**config.mk**
```make
export PLATFORM = sky130hd
export DESIGN_NAME = rcr_reset_cause_recorder
export DESIGN_NICKNAME = d
export VERILOG_FILES = /design/src/hdl/rcr_pkg.sv /design/src/hdl/rcr_reset_cause_recorder.sv
export SDC_FILE = /design/constraint.sdc
export NUM_CORES = 1
export LEC_CHECK = 0
export ABC_CLOCK_PERIOD_IN_PS = 2000
export BUFFER_PORTS_ARGS = -buffer_cell sky130_fd_sc_hd__buf_2
export CAP_MARGIN = 20
export CORE_MARGIN = 5
export CORE_UTILIZATION = 39
export DETAILED_ROUTE_END_ITERATION = 8
export GPL_TIMING_DRIVEN = 0
export PLACE_DENSITY = 0.76
export SKIP_CTS_REPAIR_TIMING = 1
export SYNTH_ARGS = -nofsm -noshare
export SYNTH_HDL_FRONTEND = slang
export SYNTH_SLANG_ARGS = --single-unit
```
**constraint.sdc**
```tcl
create_clock -name sys_clk -period 2 [get_ports sys_clk]
set_input_delay 0.3 -clock sys_clk [delete_from_list [all_inputs] [get_ports sys_clk]]
set_output_delay 0.3 -clock sys_clk [all_outputs]
set_load 0.02 [all_outputs]
```
**src/hdl/rcr_pkg.sv**
```systemverilog
// Purpose: constants shared by the reset cause recorder
// Assumes: one 20 MHz clock, 16-bit register bus
// Notes: register offsets are byte addresses on the plain register port
package rcr_pkg;

    // ----------------------------------------------------------------
    // register map
    // ----------------------------------------------------------------
    localparam logic [7:0] ADDR_CAUSE = 8'h00;
    localparam logic [7:0] ADDR_CTRL = 8'h04;
    localparam int DATA_W = 16;
    localparam int ADDR_W = 8;

    // ----------------------------------------------------------------
    // reset cause status fields
    // ----------------------------------------------------------------
    localparam int BIT_TRAP = 15;
    localparam int BIT_ILLEGAL = 14;
    localparam int BIT_CFGMIS = 9;
    localparam int BIT_EXT = 7;
    localparam int BIT_SWR = 6;
    localparam int BIT_WATCHDOG_TIMEOUT_FLAG = 4;
    localparam int BIT_SLEEP = 3;
    localparam int BIT_IDLE = 2;
    localparam int BIT_BOR = 1;
    localparam int BIT_POR = 0;
    localparam logic [15:0] CAUSE_MASK = 16'hc2df;
    localparam logic [15:0] CAUSE_RESET = 16'h0003;
    localparam logic [15:0] CAUSE_BOR_VAL = 16'h0002;
    localparam logic [15:0] CAUSE_BOR_KEEP = 16'h0080;

    // ----------------------------------------------------------------
    // control register fields
    // ----------------------------------------------------------------
    localparam int BIT_CFG_CHK_EN = 0;
    localparam int BIT_SEC_EN = 1;
    localparam logic [15:0] CTRL_MASK = 16'h0003;
    localparam logic [15:0] CTRL_RESET = 16'h0003;

    // ----------------------------------------------------------------
    // core facing encodings
    // ----------------------------------------------------------------
    localparam logic [7:0] ILLEGAL_OPCODE = 8'h3f;
    localparam logic [3:0] HARD_TRAP_LO = 4'hd;
    localparam logic [3:0] HARD_TRAP_HI = 4'hf;
    localparam int NUM_WREG = 16;
    localparam int STACK_PTR_IDX = 15;

    // ----------------------------------------------------------------
    // timing: the reset pulse lasts one instruction cycle
    // ----------------------------------------------------------------
    localparam int CLK_MHZ = 20;
    localparam int RST_HOLD_NS = 50;
    localparam int RST_HOLD_CYC =
        (RST_HOLD_NS * CLK_MHZ + 999) / 1000 < 1 ? 1 :
        (RST_HOLD_NS * CLK_MHZ + 999) / 1000;

endpackage : rcr_pkg

```
**src/hdl/rcr_reset_cause_recorder.sv**
```systemverilog
// Purpose: gathers warm reset sources, drives the system reset line and
//          keeps the reset cause status register
// Assumes: all inputs synchronous to sys_clk; rst is the power-on reset
// Notes: the clock source is never touched by a warm reset here
//
// Notes on behaviour
// - reset instruction pulses reset, clock kept
// - reset instruction sets software reset flag
// - watchdog timeout asserts reset line immediately
// - timeout in sleep or idle only wakes
// - watchdog timeout sets its cause flag
// - lower hard trap during higher trap resets
// - trap conflict sets trap conflict flag
// - shadow mismatch of pin select resets
// - illegal conditions share one cause flag
// - upper byte 3fh executed resets device
// - uninitialized pointer register use resets device
// - flow change into restricted segment resets
// - most flags cleared only by power resets
// - software may set or clear every flag
// - external reset pin sets external flag
// - power-on reset sets power-on flag
// - brown-out reset sets brown-out flag
//
// Decided for this implementation: strobed register access and the placing of the registers.
`timescale 1ns/1ps

module rcr_reset_cause_recorder #(
    parameter int PPS_W = 16,
    parameter int PC_W = 24,
    parameter logic [23:0] RESTRICT_LO = 24'h000200,
    parameter logic [23:0] RESTRICT_HI = 24'h0003ff
) (
    input wire logic sys_clk,
    input wire logic rst,
    input wire logic [7:0] reg_addr,
    input wire logic [15:0] reg_wdata,
    input wire logic reg_wr,
    input wire logic reg_rd,
    output logic [15:0] reg_rdata,
    input wire logic por_event,
    input wire logic bor_event,
    input wire logic external_reset_pin_n,
    input wire logic reset_instr_exec,
    input wire logic wdt_timeout,
    input wire logic cpu_sleep,
    input wire logic cpu_idle,
    input wire logic power_save_instruction_sleep_exec,
    input wire logic power_save_instruction_idle_exec,
    input wire logic wdt_clear_exec,
    input wire logic trap_busy,
    input wire logic [3:0] trap_busy_lvl,
    input wire logic trap_new,
    input wire logic [3:0] trap_new_lvl,
    input wire logic pps_wr,
    input wire logic [PPS_W-1:0] pps_wdata,
    input wire logic [PPS_W-1:0] pps_cells,
    input wire logic instr_exec,
    input wire logic [7:0] instr_upper,
    input wire logic wreg_wr,
    input wire logic [3:0] wreg_wr_idx,
    input wire logic wreg_ptr_use,
    input wire logic [3:0] wreg_ptr_idx,
    input wire logic flow_change,
    input wire logic [PC_W-1:0] flow_target,
    output logic system_reset_line,
    output logic clock_reinit,
    output logic wdt_wake,
    output logic [15:0] wreg_init_map
);

    // ----------------------------------------------------------------
    // elaboration checks
    // ----------------------------------------------------------------
    if (PPS_W < 1 || PC_W < 1 || PC_W > 24 || RESTRICT_LO > RESTRICT_HI)
    begin : g_bad_param
        $error("rcr_reset_cause_recorder: unusable parameters");
    end

    // ----------------------------------------------------------------
    // source detection
    // ----------------------------------------------------------------
    logic [15:0] cause_r;
    logic [15:0] cause_nxt;
    logic [15:0] ctrl_r;
    logic [PPS_W-1:0] pps_shadow_r;
    logic [15:0] init_r;
    logic system_reset_line_r;
    logic [3:0] hold_r;
    logic low_power;
    logic wdt_rst;
    logic trap_conflict;
    logic cfg_mismatch;
    logic illegal_op;
    logic uninit_use;
    logic sec_violation;
    logic illegal_any;
    logic ext_rst;
    logic warm_event;
    logic [23:0] target_ext;

    assign low_power = cpu_sleep | cpu_idle;
    assign wdt_rst = wdt_timeout & ~low_power;
    assign ext_rst = ~external_reset_pin_n;

    assign trap_conflict = trap_new & trap_busy &
        (trap_new_lvl >= rcr_pkg::HARD_TRAP_LO) &
        (trap_new_lvl <= rcr_pkg::HARD_TRAP_HI) &
        (trap_new_lvl < trap_busy_lvl);

    // a write cycle updates cells and shadow together, so skip it
    assign cfg_mismatch = ctrl_r[rcr_pkg::BIT_CFG_CHK_EN] & ~pps_wr &
        (pps_cells != pps_shadow_r);

    assign illegal_op = instr_exec &
        (instr_upper == rcr_pkg::ILLEGAL_OPCODE);
    assign uninit_use = wreg_ptr_use & ~init_r[wreg_ptr_idx];

    assign target_ext = 24'(flow_target);
    assign sec_violation = flow_change & ctrl_r[rcr_pkg::BIT_SEC_EN] &
        (target_ext >= RESTRICT_LO) &
        (target_ext <= RESTRICT_HI);

    assign illegal_any = illegal_op | uninit_use | sec_violation;
    assign warm_event = reset_instr_exec | trap_conflict | cfg_mismatch |
        illegal_any | ext_rst;

    // ----------------------------------------------------------------
    // system reset line
    // ----------------------------------------------------------------
    // the watchdog path is combinational so reset is not delayed by a clock
    always_ff @(posedge sys_clk) begin
        if (rst) begin
            system_reset_line_r <= 1'b0;
            hold_r <= 4'h0;
        end else if (warm_event | wdt_rst) begin
            system_reset_line_r <= 1'b1;
            hold_r <= 4'(rcr_pkg::RST_HOLD_CYC - 1);
        end else if (hold_r != 4'h0) begin
            hold_r <= hold_r - 4'h1;
        end else begin
            system_reset_line_r <= 1'b0;
        end
    end

    assign system_reset_line = system_reset_line_r | wdt_rst | rst;
    // warm resets keep the running clock source
    assign clock_reinit = rst | por_event | bor_event;

    always_ff @(posedge sys_clk) begin
        if (rst) begin
            wdt_wake <= 1'b0;
        end else begin
            wdt_wake <= wdt_timeout & low_power;
        end
    end

    // ----------------------------------------------------------------
    // pin select shadow copy
    // ----------------------------------------------------------------
    always_ff @(posedge sys_clk) begin
        if (rst) begin
            pps_shadow_r <= '0;
        end else if (pps_wr) begin
            pps_shadow_r <= pps_wdata;
        end
    end

    // ----------------------------------------------------------------
    // working register initialised map
    // ----------------------------------------------------------------
    // the stack pointer never counts as uninitialised
    always_ff @(posedge sys_clk) begin
        if (rst || system_reset_line_r || wdt_rst || por_event || bor_event) begin
            init_r <= 16'h0001 << rcr_pkg::STACK_PTR_IDX;
        end else if (wreg_wr) begin
            init_r[wreg_wr_idx] <= 1'b1;
        end
    end

    assign wreg_init_map = init_r;

    // ----------------------------------------------------------------
    // reset cause status
    // ----------------------------------------------------------------
    // order: software write, then instruction clears, then hardware sets,
    // so an event in the clear cycle is never lost
    always_comb begin
        cause_nxt = cause_r;
        if (reg_wr && reg_addr == rcr_pkg::ADDR_CAUSE) begin
            cause_nxt = reg_wdata & rcr_pkg::CAUSE_MASK;
        end
        if (power_save_instruction_sleep_exec | power_save_instruction_idle_exec | wdt_clear_exec) begin
            cause_nxt[rcr_pkg::BIT_WATCHDOG_TIMEOUT_FLAG] = 1'b0;
        end
        if (reset_instr_exec) cause_nxt[rcr_pkg::BIT_SWR] = 1'b1;
        if (wdt_timeout) cause_nxt[rcr_pkg::BIT_WATCHDOG_TIMEOUT_FLAG] = 1'b1;
        if (trap_conflict) cause_nxt[rcr_pkg::BIT_TRAP] = 1'b1;
        if (cfg_mismatch) cause_nxt[rcr_pkg::BIT_CFGMIS] = 1'b1;
        if (illegal_any) cause_nxt[rcr_pkg::BIT_ILLEGAL] = 1'b1;
        if (ext_rst) cause_nxt[rcr_pkg::BIT_EXT] = 1'b1;
        if (power_save_instruction_sleep_exec) begin
            cause_nxt[rcr_pkg::BIT_SLEEP] = 1'b1;
        end
        if (power_save_instruction_idle_exec) begin
            cause_nxt[rcr_pkg::BIT_IDLE] = 1'b1;
        end
        // power resets override the rest; a pin reset in the same cycle
        // survives a brown-out, since only power-on may clear its flag
        if (bor_event) begin
            cause_nxt = (cause_nxt & rcr_pkg::CAUSE_BOR_KEEP) |
                rcr_pkg::CAUSE_BOR_VAL;
        end
        if (por_event) begin
            cause_nxt = rcr_pkg::CAUSE_RESET;
        end
    end

    always_ff @(posedge sys_clk) begin
        if (rst) begin
            cause_r <= rcr_pkg::CAUSE_RESET;
        end else begin
            cause_r <= cause_nxt;
        end
    end

    // ----------------------------------------------------------------
    // control register
    // ----------------------------------------------------------------
    always_ff @(posedge sys_clk) begin
        if (rst) begin
            ctrl_r <= rcr_pkg::CTRL_RESET;
        end else if (reg_wr && reg_addr == rcr_pkg::ADDR_CTRL) begin
            ctrl_r <= reg_wdata & rcr_pkg::CTRL_MASK;
        end
    end

    // ----------------------------------------------------------------
    // read port
    // ----------------------------------------------------------------
    // data stand only in the cycle after the strobe; unmapped reads zero
    always_ff @(posedge sys_clk) begin
        if (rst || !reg_rd) begin
            reg_rdata <= 16'h0000;
        end else begin
            case (reg_addr)
                rcr_pkg::ADDR_CAUSE: reg_rdata <= cause_r;
                rcr_pkg::ADDR_CTRL: reg_rdata <= ctrl_r;
                default: reg_rdata <= 16'h0000;
            endcase
        end
    end

    // ----------------------------------------------------------------
    // checks
    // ----------------------------------------------------------------
    a_swr_pulse: assert property (
        @(posedge sys_clk) disable iff (rst)
        reset_instr_exec ##1 !(warm_event | wdt_rst)
        |-> system_reset_line_r ##1 !system_reset_line_r)
        else $error("reset instruction did not pulse reset");

    a_swr_release: assert property (
        @(posedge sys_clk) disable iff (rst)
        (reset_instr_exec && !por_event && !bor_event) ##1
        !(warm_event | wdt_rst) |=> !system_reset_line_r)
        else $error("reset not released after one cycle");

    a_swr_flag: assert property (
        @(posedge sys_clk) disable iff (rst)
        reset_instr_exec && !por_event && !bor_event
        |=> cause_r[rcr_pkg::BIT_SWR])
        else $error("software reset flag not set");

    a_wdt_reset: assert property (
        @(posedge sys_clk) disable iff (rst)
        wdt_timeout && !cpu_sleep && !cpu_idle |-> system_reset_line)
        else $error("watchdog timeout did not reset");

    a_wdt_wake: assert property (
        @(posedge sys_clk) disable iff (rst)
        (wdt_timeout && (cpu_sleep || cpu_idle) && !warm_event && !system_reset_line_r)
        |-> !system_reset_line ##1 wdt_wake)
        else $error("watchdog in sleep must wake without reset");

    a_wdt_flag: assert property (
        @(posedge sys_clk) disable iff (rst)
        wdt_timeout && !por_event && !bor_event
        |=> cause_r[rcr_pkg::BIT_WATCHDOG_TIMEOUT_FLAG])
        else $error("watchdog flag not set");

    a_trap_reset: assert property (
        @(posedge sys_clk) disable iff (rst)
        trap_new && trap_busy && trap_new_lvl == 4'hd &&
        trap_busy_lvl == 4'he |=> system_reset_line_r)
        else $error("trap conflict did not reset");

    a_trap_flag: assert property (
        @(posedge sys_clk) disable iff (rst)
        trap_conflict && !por_event && !bor_event
        |=> cause_r[rcr_pkg::BIT_TRAP])
        else $error("trap conflict flag not set");

    a_cfg_mismatch: assert property (
        @(posedge sys_clk) disable iff (rst)
        cfg_mismatch && !por_event && !bor_event
        |=> system_reset_line_r && cause_r[rcr_pkg::BIT_CFGMIS])
        else $error("configuration mismatch not handled");

    a_illegal_op: assert property (
        @(posedge sys_clk) disable iff (rst)
        instr_exec && instr_upper == 8'h3f && !por_event && !bor_event
        |=> system_reset_line_r && cause_r[rcr_pkg::BIT_ILLEGAL])
        else $error("illegal opcode not handled");

    a_uninit_wreg: assert property (
        @(posedge sys_clk) disable iff (rst)
        $past(system_reset_line_r) && wreg_ptr_use && wreg_ptr_idx != 4'hf
        |=> system_reset_line_r)
        else $error("uninitialized pointer use did not reset");

    a_sec_reset: assert property (
        @(posedge sys_clk) disable iff (rst)
        sec_violation && !por_event && !bor_event
        |=> system_reset_line_r && cause_r[rcr_pkg::BIT_ILLEGAL])
        else $error("security violation not handled");

    a_warm_keep: assert property (
        @(posedge sys_clk) disable iff (rst)
        cause_r[rcr_pkg::BIT_TRAP] && !por_event && !bor_event &&
        !(reg_wr && reg_addr == rcr_pkg::ADDR_CAUSE)
        |=> cause_r[rcr_pkg::BIT_TRAP])
        else $error("trap flag lost without power reset");

    a_sw_write: assert property (
        @(posedge sys_clk) disable iff (rst)
        reg_wr && reg_addr == rcr_pkg::ADDR_CAUSE && !por_event &&
        !bor_event && !warm_event && !wdt_timeout &&
        !power_save_instruction_sleep_exec && !power_save_instruction_idle_exec && !wdt_clear_exec
        |=> cause_r == ($past(reg_wdata) & rcr_pkg::CAUSE_MASK))
        else $error("software write to cause register lost");

    a_ext_flag: assert property (
        @(posedge sys_clk) disable iff (rst)
        !external_reset_pin_n && !por_event |=> system_reset_line_r &&
        cause_r[rcr_pkg::BIT_EXT])
        else $error("external reset not recorded");

    a_por_value: assert property (
        @(posedge sys_clk) disable iff (rst)
        por_event |=> cause_r == rcr_pkg::CAUSE_RESET)
        else $error("power-on reset value wrong");

    a_power_save_instruction_flag: assert property (
        @(posedge sys_clk) disable iff (rst)
        power_save_instruction_idle_exec && !por_event && !bor_event
        |=> cause_r[rcr_pkg::BIT_IDLE] && (!cause_r[rcr_pkg::BIT_WATCHDOG_TIMEOUT_FLAG]
        || $past(wdt_timeout)))
        else $error("power-save flags wrong");

endmodule : rcr_reset_cause_recorder

```
==> results.json, run 1 <==
{
  "track_usage": 0.167,
  "grt_start_max_net_pins": 13,
  "synth_cell_types": 41,
  "grt_antenna_before_repair": 0,
  "ant_nets": 0,
  "max_cap_viol_count": 0,
  "synth-async-reset-ratio": 0,
  "htree_num_levels": 3,
  "critical_path.max_fanout": 10,
  "final.fill_count": 612,
  "seqCellArea_um2": 1200,
  "worst_clock_skew_ns": 0.00803,
  "globalplace.congestion": 0.857,
  "timing_worst_slew_pin_value_ns": 0.727,
  "cpLargestDelayFamily": "simple AND/OR/NAND/NOR gates",
  "initial_standard_cell_utilization_of_the_core": 0.399,
  "via_per_inst": 4.75,
  "wl_per_cell_um": 13.4,
  "synthTopCellsByArea": "dfxtp_1 44%, mux2i_1 11%, nor2_1 5.8%",
  "post_dp_cell_area_um2": 3530,
  "worst_setup_path_start_kind": "input port",
  "synth-edff-count": 0,
  "die-width_um": 93.3,
  "tritoncts": "done",
  "die_height_um": 93.3,
  "synth.yosys.seq_area_share": 0.443,
  "drv_slew": 0,
  "leakage_uw": 0.00175,
  "worstSetupPathType": "input port to flop",
  "design.final.nets": 561,
  "setup_viol": 0,
  "timing.final.hold_violations": 0,
  "max-slew-margin-rel": 0.516,
  "maximum_achievable_frequency_mhz": 536,
  "multi_input_area_um2": 1420,
  "drt_pass1_iterations": 4,
  "yosys_warnings": 0,
  "port_buffers": 136,
  "worst-endpoint-arrival_ns": 2.10,
  "final_util": 0.557,
  "timing.hold.ws_ns": 0.185,
  "clock_latency_late_sink_ns": 0.33,
  "post-route-drc-count": 0,
  "clock_tree.buffer_depth": 2,
  "synth_flop_cell": "dfxtp_1",
  "dp_hpwl_um": 5820,
  "fp.coreArea_um2": 6790,
  "run_status": "complete, no violations",
  "die_area_um2": 8710,
  "layout_setup_ws_ns": 0.133,
  "post_synth_instance_area_um2": 2710,
  "grt_first_pass_wirelength_um": 11600,
  "pin_count": 160,
  "yosys.area.top_type_share": 0.443,
  "post_route_setup_tns_ns": 0,
  "worst_hold_path_type": "input port to flop",
  "cts-root-buf": "clkbuf_8",
  "worst-r2r-setup-slack_ns": 0.14,
  "cts_bufs_inserted": 9,
  "power_per_cell_area_nw_per_um2": 763,
  "worst-endpoint-required_ns": 2.23,
  "worst_ir_drop_vdd_v": 0.000465,
  "drt-initial-drc-count": 56,
  "path_clk_slew_ns": 0.08,
  "critPathSlowestCell": "or4_1",
  "grt_pass1_vias": 2474,
  "cp.buffers_inverters": 2,
  "antenna_cells": 0,
  "period_share": 0.933,
  "synthCells": 281,
  "syn-mean-instance-area_um2": 9.64,
  "cell_breakdown_of_the_critical_path": "buf_2, or4_1, nor4_1, clkbuf_4, mux2i_1, o21ai_0, nor2b_1",
  "area_growth_syn_to_layout_pct": 39.8,
  "tritoncts_num_sinks": 60,
  "design_area_um2": 3790,
  "grt_overflow_total": 0,
  "crit_path_end_kind": "flop",
  "fp-row-count": 30,
  "dpl_worst_slack_ns": -0.339,
  "dr_total_vias": 2531,
  "critical_path.max_stage_delay_ns": 0.57,
  "ys_seq_elements": 60,
  "totalWireLength_um": 7150,
  "post-synth-top-area-cell": "dfxtp_1",
  "post_route_cells_drive_above_1_share": 0.384,
  "finalCriticalPeriod_ns": 1.87
}
-- sequential cells by signal, indices dropped and copies added (netlist names) --
signal               count
wreg_init_map           16
hold_r                   4
pps_shadow_r            16
system_reset_line_r      1
reg_rdata               10
ctrl_r                   2
cause_r                 10
wdt_wake                 1
-- cell usage after synthesis (all sizes together) (2+ instances only) --
library cell   n
nor4           9
nor2b          5
nand2b         2
a31oi          3
nor3b          5
mux4           4
nor2          42
ha             4
nand4          5
nand3          2
clkbuf         8
and3           2
nor3           4
and2           9
mux2i         29
inv            9
buf            7
xnor2         17
a21oi         19
or3            4
dfxtp         60
nor4b          3
mux2           3
nand2          8
or4            2
o21ai          5
-- path summary, 6_finish.rpt --
| check | from | end | cells after the start |
|---|---|---|---|
| max | reg_addr[5] | cause_r[9] | 7 |
| min | external_reset_pin_n | cause_r[7] | 2 |
| max reg2reg | wreg_init_map[10] | system_reset_line_r | 5 |
| min reg2reg | cause_r[7] | reg_rdata[7] | 1 |
-- cell type report --
type | count | area share
Buffer | 14 | 0.0208
Clock buffer | 9 | 0.0327
Clock inverter | 7 | 0.0327
Inverter | 9 | 0.00892
Multi-Input combinational cell | 202 | 0.376
Sequential cell | 60 | 0.317
Tap cell | 96 | 0.0317
Timing Repair Buffer | 136 | 0.180
-- power breakdown --
| group | switching (uW) | internal, uW | leakage, uW |
|---|---|---|---|
| Sequential | 16.8 | 1220 | 0.000488 |
| Combinational | 144 | 167 | 0.00114 |
| Clock | 505 | 836 | 0.000120 |
| Total | 666 | 2220 | 0.00175 |
-- layer usage --
| metal | vias to the layer above | routed length [um] | track usage |
|---|---|---|---|
| met5 | - | 0 | 0 |
| li1 | 1289 | - | - |
| met2 | 83 | 3690 | 0.292 |
| met4 | 0 | 90 | 0.0549 |
| met3 | 11 | 450 | 0.0475 |
| met1 | 1148 | 2920 | 0.196 |
-- cells in the final DEF (no fill, tap or decap), types with 3 or more instances in the layout --
| master | Yosys | routed |
|---|---|---|
| and2_1 | 9 | 9 |
| o21ai_0 | 5 | 5 |
| nor3_1 | 4 | 4 |
| or3_1 | 4 | 3 |
| nand4_1 | 5 | 5 |
| nor2b_1 | 5 | 5 |
| mux2_2 | 3 | 3 |
| clkbuf_1 | 8 | 7 |
| nor3b_1 | 5 | 5 |
| nand2_1 | 8 | 8 |
| a21oi_1 | 19 | 19 |
| xnor2_1 | 17 | 17 |
| inv_1 | 9 | 9 |
| bufinv_16 | 0 | 3 |
| mux2i_1 | 29 | 29 |
| ha_1 | 4 | 4 |
| dfxtp_1 | 60 | 60 |
| nor4_1 | 9 | 8 |
| a31oi_1 | 3 | 3 |
| buf_4 | 6 | 6 |
| conb_1 | 1 | 6 |
| nor2_1 | 42 | 42 |
| mux4_1 | 4 | 4 |
| buf_2 | 1 | 136 |
| clkbuf_8 | 0 | 9 |
-- kinds of logic after synthesis --
kind of cell | Yosys count | share of synthesized area
multiplexers | 36 | 0.158
AO/OA/AOI/OAI | 33 | 0.0697
buffers and inverters | 24 | 0.0420
flip-flops | 60 | 0.443
other | 1 | 0.00138
AND/OR/NAND/NOR | 106 | 0.212
adder cells (fa/ha/maj) | 4 | 0.0185
XOR/XNOR | 17 | 0.0550
-- through the flow --
stage | total power, uW | std cells
after floorplan | 1420 | 286
after global placement | 1570 | 518
after detailed placement | 1580 | 518
after CTS | 2930 | 534
after global routing | 3030 | 533
final | 2890 | 533
-- worst register-to-register path, stage by stage (launching register included) --
cell,delay (ns)
dfxtp_1,0.36
mux4_1,0.24
mux2i_1,0.07
and3_4,0.18
or4_4,0.58
o31a_1,0.32
Power figures use the tool's default switching activity.
==> run 2: changes to the inputs <==
- CORE_UTILIZATION: 39 -> 41
- CTS_BUF_LIST: not set -> sky130_fd_sc_hd__clkbuf_8
- PLACE_DENSITY: 0.76 -> 0.79
- SKIP_CTS_REPAIR_TIMING: 1 -> not set
==> run 2 against run 1 <==
Effect of this change: critical path type is now flop to flop; critical path depth shrank 2; core utilization grew 2.2 points; non-clock buffer count is the same; largest power group is now sequential cells; setup slack lost 0.0065 ns; largest cell class unchanged; critical endpoint is now system_reset_line_r; power shrank 9.8%; die area shrank 4.4%.
==> results.json, run 2 (synthesis gave the netlist of run 1 again) <==
{
  "max-slew-margin-rel": 0.527,
  "totalWireLength_um": 7040,
  "highest-signal-layer": "met4",
  "timing_worst_slew_pin_value_ns": 0.710,
  "critical_path.max_stage_delay_ns": 0.57,
  "post-layout-total-power_uw": 2610,
  "maximum_achievable_frequency_mhz": 534,
  "post_dp_cell_area_um2": 3500,
  "design_area_um2": 3700,
  "fp-row-count": 29,
  "path_clk_slew_ns": 0.07,
  "worst-endpoint-required_ns": 2.21,
  "post_cts_buffers": 0,
  "finalCriticalPeriod_ns": 1.87,
  "htree_num_levels": 3,
  "worstSetupPathType": "flop to flop",
  "met2_wirelength_um": 3560,
  "drv_slew": 0,
  "port_buffers": 136,
  "worst-endpoint-arrival_ns": 2.08,
  "power_per_cell_area_nw_per_um2": 705,
  "critPathSlowestCell": "or4_4",
  "period_share": 0.937,
  "cell_breakdown_of_the_critical_path": "mux4_1, mux2i_1, and3_4, or4_4, o31a_1",
  "die_height_um": 91.3,
  "initial_standard_cell_utilization_of_the_core": 0.424,
  "tritoncts": "done",
  "run_status": "complete, no violations",
  "track_usage": 0.169,
  "clock_tree.buffer_depth": 2,
  "crit_path_end_kind": "flop",
  "tritoncts_num_sinks": 60,
  "cp.buffers_inverters": 0,
  "final.fill_count": 571,
  "post_route_cells_drive_above_1_share": 0.380,
  "routedLengthMet1_um": 2870,
  "grt_pass1_vias": 2593,
  "grt_first_pass_wirelength_um": 11700,
  "dr_total_vias": 2544,
  "post-route-drc-count": 0,
  "area_growth_syn_to_layout_pct": 36.6,
  "cts.repair.resized": 0,
  "die_area_um2": 8330,
  "final_cell_mix": "136 x buf_2, 60 x dfxtp_1, 42 x nor2_1, 29 x mux2i_1, 19 x a21oi_1",
  "setup_viol": 0,
  "met3WireLength_um": 510,
  "antenna_cells": 0,
  "ant_nets": 0,
  "clock_latency_late_sink_ns": 0.32,
  "dp_hpwl_um": 5780,
  "timing.final.hold_violations": 0,
  "seqCellArea_um2": 1200,
  "cts_bufs_inserted": 9,
  "globalplace.congestion": 0.890,
  "post_route_setup_tns_ns": 0,
  "worst_ir_drop_vdd_v": 0.000391,
  "critical_path.max_fanout": 5,
  "via_per_inst": 4.95,
  "grt_start_max_net_pins": 12,
  "die-width_um": 91.3,
  "worst_clock_skew_ns": 0.00789,
  "drt_pass1_iterations": 4,
  "fp.coreArea_um2": 6390,
  "rsz0062_at_grt": "no",
  "cts_hold_buffers": 0,
  "drt-initial-drc-count": 44,
  "worst_setup_path_start_kind": "flop",
  "multi_input_area_um2": 1420,
  "pin_count": 160,
  "cts-root-buf": "clkbuf_8",
  "cpLargestDelayFamily": "simple AND/OR/NAND/NOR gates",
  "leakage_uw": 0.00173,
  "grt_overflow_total": 0,
  "wl_per_cell_um": 13.7,
  "grt_antenna_before_repair": 0,
  "max_cap_viol_count": 0,
  "design.final.nets": 561,
  "most_common_library_cell_in_the_layout_ignoring_fill_and_taps": "buf_2",
  "worst_hold_path_type": "input port to flop"
}
==> run 2: changes by cell type in the layout (fill, tap and decap cells not counted) <==
cell	change
or3_4	-1
clkinv_4	-2
clkinv_2	+2
inv_1	+1
bufinv_16	-2
or3_1	+1
clkinvlp_4	+1
==> run 2: cell type report <==
class | count | area share
tap | 77 | 0.0260
buffer | 14 | 0.0213
inverter | 9 | 0.00913
multi-input combinational | 202 | 0.383
clock buffer | 9 | 0.0335
timing repair buffer | 136 | 0.184
sequential | 60 | 0.325
clock inverter | 7 | 0.0183
==> run 2: worst paths after layout <==
path | from | cells past startpoint | endpoint | slack, ns
max | wreg_init_map[9] | 5 | system_reset_line_r | 0.13
min | external_reset_pin_n | 2 | cause_r[7] | 0.18
max reg2reg | wreg_init_map[9] | 5 | system_reset_line_r | 0.13
min reg2reg | cause_r[4] | 1 | reg_rdata[4] | 0.45
==> run 2: per-stage QoR <==
stage / utilization / hold slack (ns) / worst slack (ns) / std cells
after floorplan: - / 0.406 / 0.0181 / 286
after global placement: 0.549 / 0.432 / -0.330 / 499
after detailed placement: 0.549 / 0.438 / -0.335 / 499
after CTS: 0.579 / 0.171 / 0.0123 / 515
after global routing: 0.580 / 0.184 / 0.0279 / 514
final: 0.580 / 0.185 / 0.127 / 514
==> run 2: report_power, final <==
| group | internal (uW) | total (uW) | leakage, uW | switching (uW) |
|---|---|---|---|---|
| logic | 166 | 309 | 0.00114 | 143 |
| clock network | 571 | 1060 | 0.0000968 | 489 |
| registers | 1220 | 1240 | 0.000488 | 16.8 |
| total | 1960 | 2610 | 0.00173 | 648 |
==> run 2: layer usage <==
metal / vias to the layer above / global-route usage
li1: 1281 / -
met1: 1152 / 0.191
met2: 99 / 0.299
met3: 12 / 0.0496
met4: 0 / 0.0648
met5: - / 0
==> run 3: changes to the inputs <==
- ABC_AREA: not set -> 1
- CORE_UTILIZATION: 41 -> 42
- PLACE_DENSITY: 0.79 -> 0.78
==> run 3 against run 2 <==
Effect of this change: via count increased by 28%; non-clock buffer count unchanged; final cell count increased by 35%; cell area increased by 10%; fmax increased by 25%; critical path depth decreased by 3; sequential cell count unchanged; critical path type is now flop to primary output.
==> results.json, run 3 <==
{
  "synthCells": 438,
  "crit_path_end_kind": "primary output",
  "critical_path.max_fanout": 3,
  "final.fill_count": 688,
  "clock_latency_late_sink_ns": 0.35,
  "grt_overflow_total": 0,
  "power_per_cell_area_nw_per_um2": 662,
  "htree_num_levels": 3,
  "post-route-drc-count": 0,
  "post_cts_buffers": 0,
  "synth.most_common_cell": "nand2_1",
  "fp.coreArea_um2": 7180,
  "synth-edff-count": 0,
  "wl_per_cell_um": 12.2,
  "cts.repair.resized": 0,
  "worst-r2r-setup-slack_ns": 0.66,
  "post-synth-top-area-cell": "dfxtp_1",
  "ant_nets": 0,
  "die_height_um": 95.3,
  "multi_input_area_um2": 1500,
  "yosys.area.top_type_share": 0.393,
  "port_buffers": 137,
  "globalplace.congestion": 0.891,
  "pin_count": 160,
  "grt_start_max_net_pins": 13,
  "ys_seq_elements": 60,
  "maximum_achievable_frequency_mhz": 668,
  "fp-row-count": 31,
  "antenna_cells": 0,
  "synth-async-reset-ratio": 0,
  "post_route_setup_tns_ns": 0,
  "rsz0062_at_grt": "no",
  "tritoncts": "done",
  "grt_first_pass_wirelength_um": 13000,
  "grt_pass1_vias": 2992,
  "grt_antenna_before_repair": 0,
  "timing.final.hold_violations": 0,
  "drv_slew": 0,
  "most_common_library_cell_in_the_layout_ignoring_fill_and_taps": "buf_2",
  "period_share": 0.748,
  "leakage_uw": 0.00210,
  "totalWireLength_um": 8480,
  "dp_hpwl_um": 6720,
  "die-width_um": 95.3,
  "tritoncts_num_sinks": 60,
  "area_growth_syn_to_layout_pct": 33.6,
  "seqCellArea_um2": 1200,
  "syn-mean-instance-area_um2": 6.97,
  "worst_hold_path_type": "input port to flop",
  "hold_depth": 2,
  "track_usage": 0.183,
  "run_status": "complete, no violations",
  "cts_hold_buffers": 0,
  "final_cell_mix": "138 x buf_2, 94 x nand2_1, 64 x inv_1, 61 x nor2_1, 60 x dfxtp_1",
  "synth.yosys.seq_area_share": 0.393,
  "drt_pass1_iterations": 4,
  "final_util": 0.569,
  "die_area_um2": 9070,
  "reg2reg_depth": 12,
  "post_route_cells_drive_above_1_share": 0.319,
  "dr_total_vias": 3247,
  "post_synth_instance_area_um2": 3050,
  "setup_viol": 0,
  "path_clk_slew_ns": 0.08,
  "synth_commonest_cells": "94 x nand2_1, 64 x inv_1, 61 x nor2_1",
  "synth_flop_cell": "dfxtp_1",
  "yosys_warnings": 0,
  "max_cap_viol_count": 0,
  "worst_setup_path_start_kind": "flop",
  "post-layout-total-power_uw": 2700,
  "clock_tree.buffer_depth": 2,
  "worst-endpoint-required_ns": 1.70,
  "synth_cell_types": 33,
  "timing.hold.ws_ns": 0.175,
  "initial_standard_cell_utilization_of_the_core": 0.425,
  "via_per_inst": 4.67,
  "drt-initial-drc-count": 131,
  "worst-endpoint-arrival_ns": 1.20,
  "design.final.nets": 720,
  "cts-root-buf": "clkbuf_8",
  "worst_clock_skew_ns": 0.0132,
  "synthTopCellsByArea": "dfxtp_1 39%, nand2_1 12%, inv_1 7.9%",
  "cts_bufs_inserted": 9,
  "finalCriticalPeriod_ns": 1.50,
  "worstSetupPathType": "flop to primary output",
  "worst_ir_drop_vdd_v": 0.000482
}
## run 3: critical path, cell delays in order, from the launching register on
cell     delay [ns]
dfxtp_1        0.33
or3_1          0.36
buf_2          0.17
## run 3: area by class of cell
class                           instances  share of cell area
Clock inverter                          7              0.0184
Timing Repair Buffer                  137               0.168
Buffer                                 13              0.0255
Tap cell                               99              0.0304
Multi-Input combinational cell        302               0.368
Clock buffer                            9              0.0304
Inverter                               68              0.0650
Sequential cell                        60               0.294
## run 3: logic make-up after synthesis
| logic type | Yosys count | share of synthesized area |
|---|---|---|
| adder cells (fa/ha/maj) | 4 | 0.0164 |
| flip-flops | 60 | 0.393 |
| buffers and inverters | 81 | 0.121 |
| other | 1 | 0.00123 |
| AO/OA/AOI/OAI | 65 | 0.110 |
| XOR/XNOR | 5 | 0.0143 |
| AND/OR/NAND/NOR | 222 | 0.344 |
## run 3: stage by stage
step / instance area, um^2 / std cells / setup WS (ns)
after floorplan: 3070 / 443 / 0.718
after global placement: 3880 / 679 / 0.478
after detailed placement: 3880 / 679 / 0.442
after CTS: 4080 / 695 / 0.487
after global routing: 4080 / 695 / 0.442
final: 4080 / 695 / 0.504
## run 3: per-layer routing
layer  vias to the layer above  GRT usage  part of all wire
met1                      1430      0.204              0.39
li1                       1671          -                 -
met3                        22     0.0481             0.084
met2                       124      0.320              0.50
met5                         -          0                 0
met4                         0     0.0925             0.028
## run 3: power breakdown
group          switching, uW  internal (uW)  total (uW)
combinational            203            163         365
sequential              16.4           1230        1240
clock                    515            580        1100
## run 3: worst paths after layout
path                  endpoint            startpoint
min reg2reg       reg_rdata[4]            cause_r[4]
min                 cause_r[7]  external_reset_pin_n
max reg2reg          hold_r[0]      pps_shadow_r[10]
max          system_reset_line   system_reset_line_r
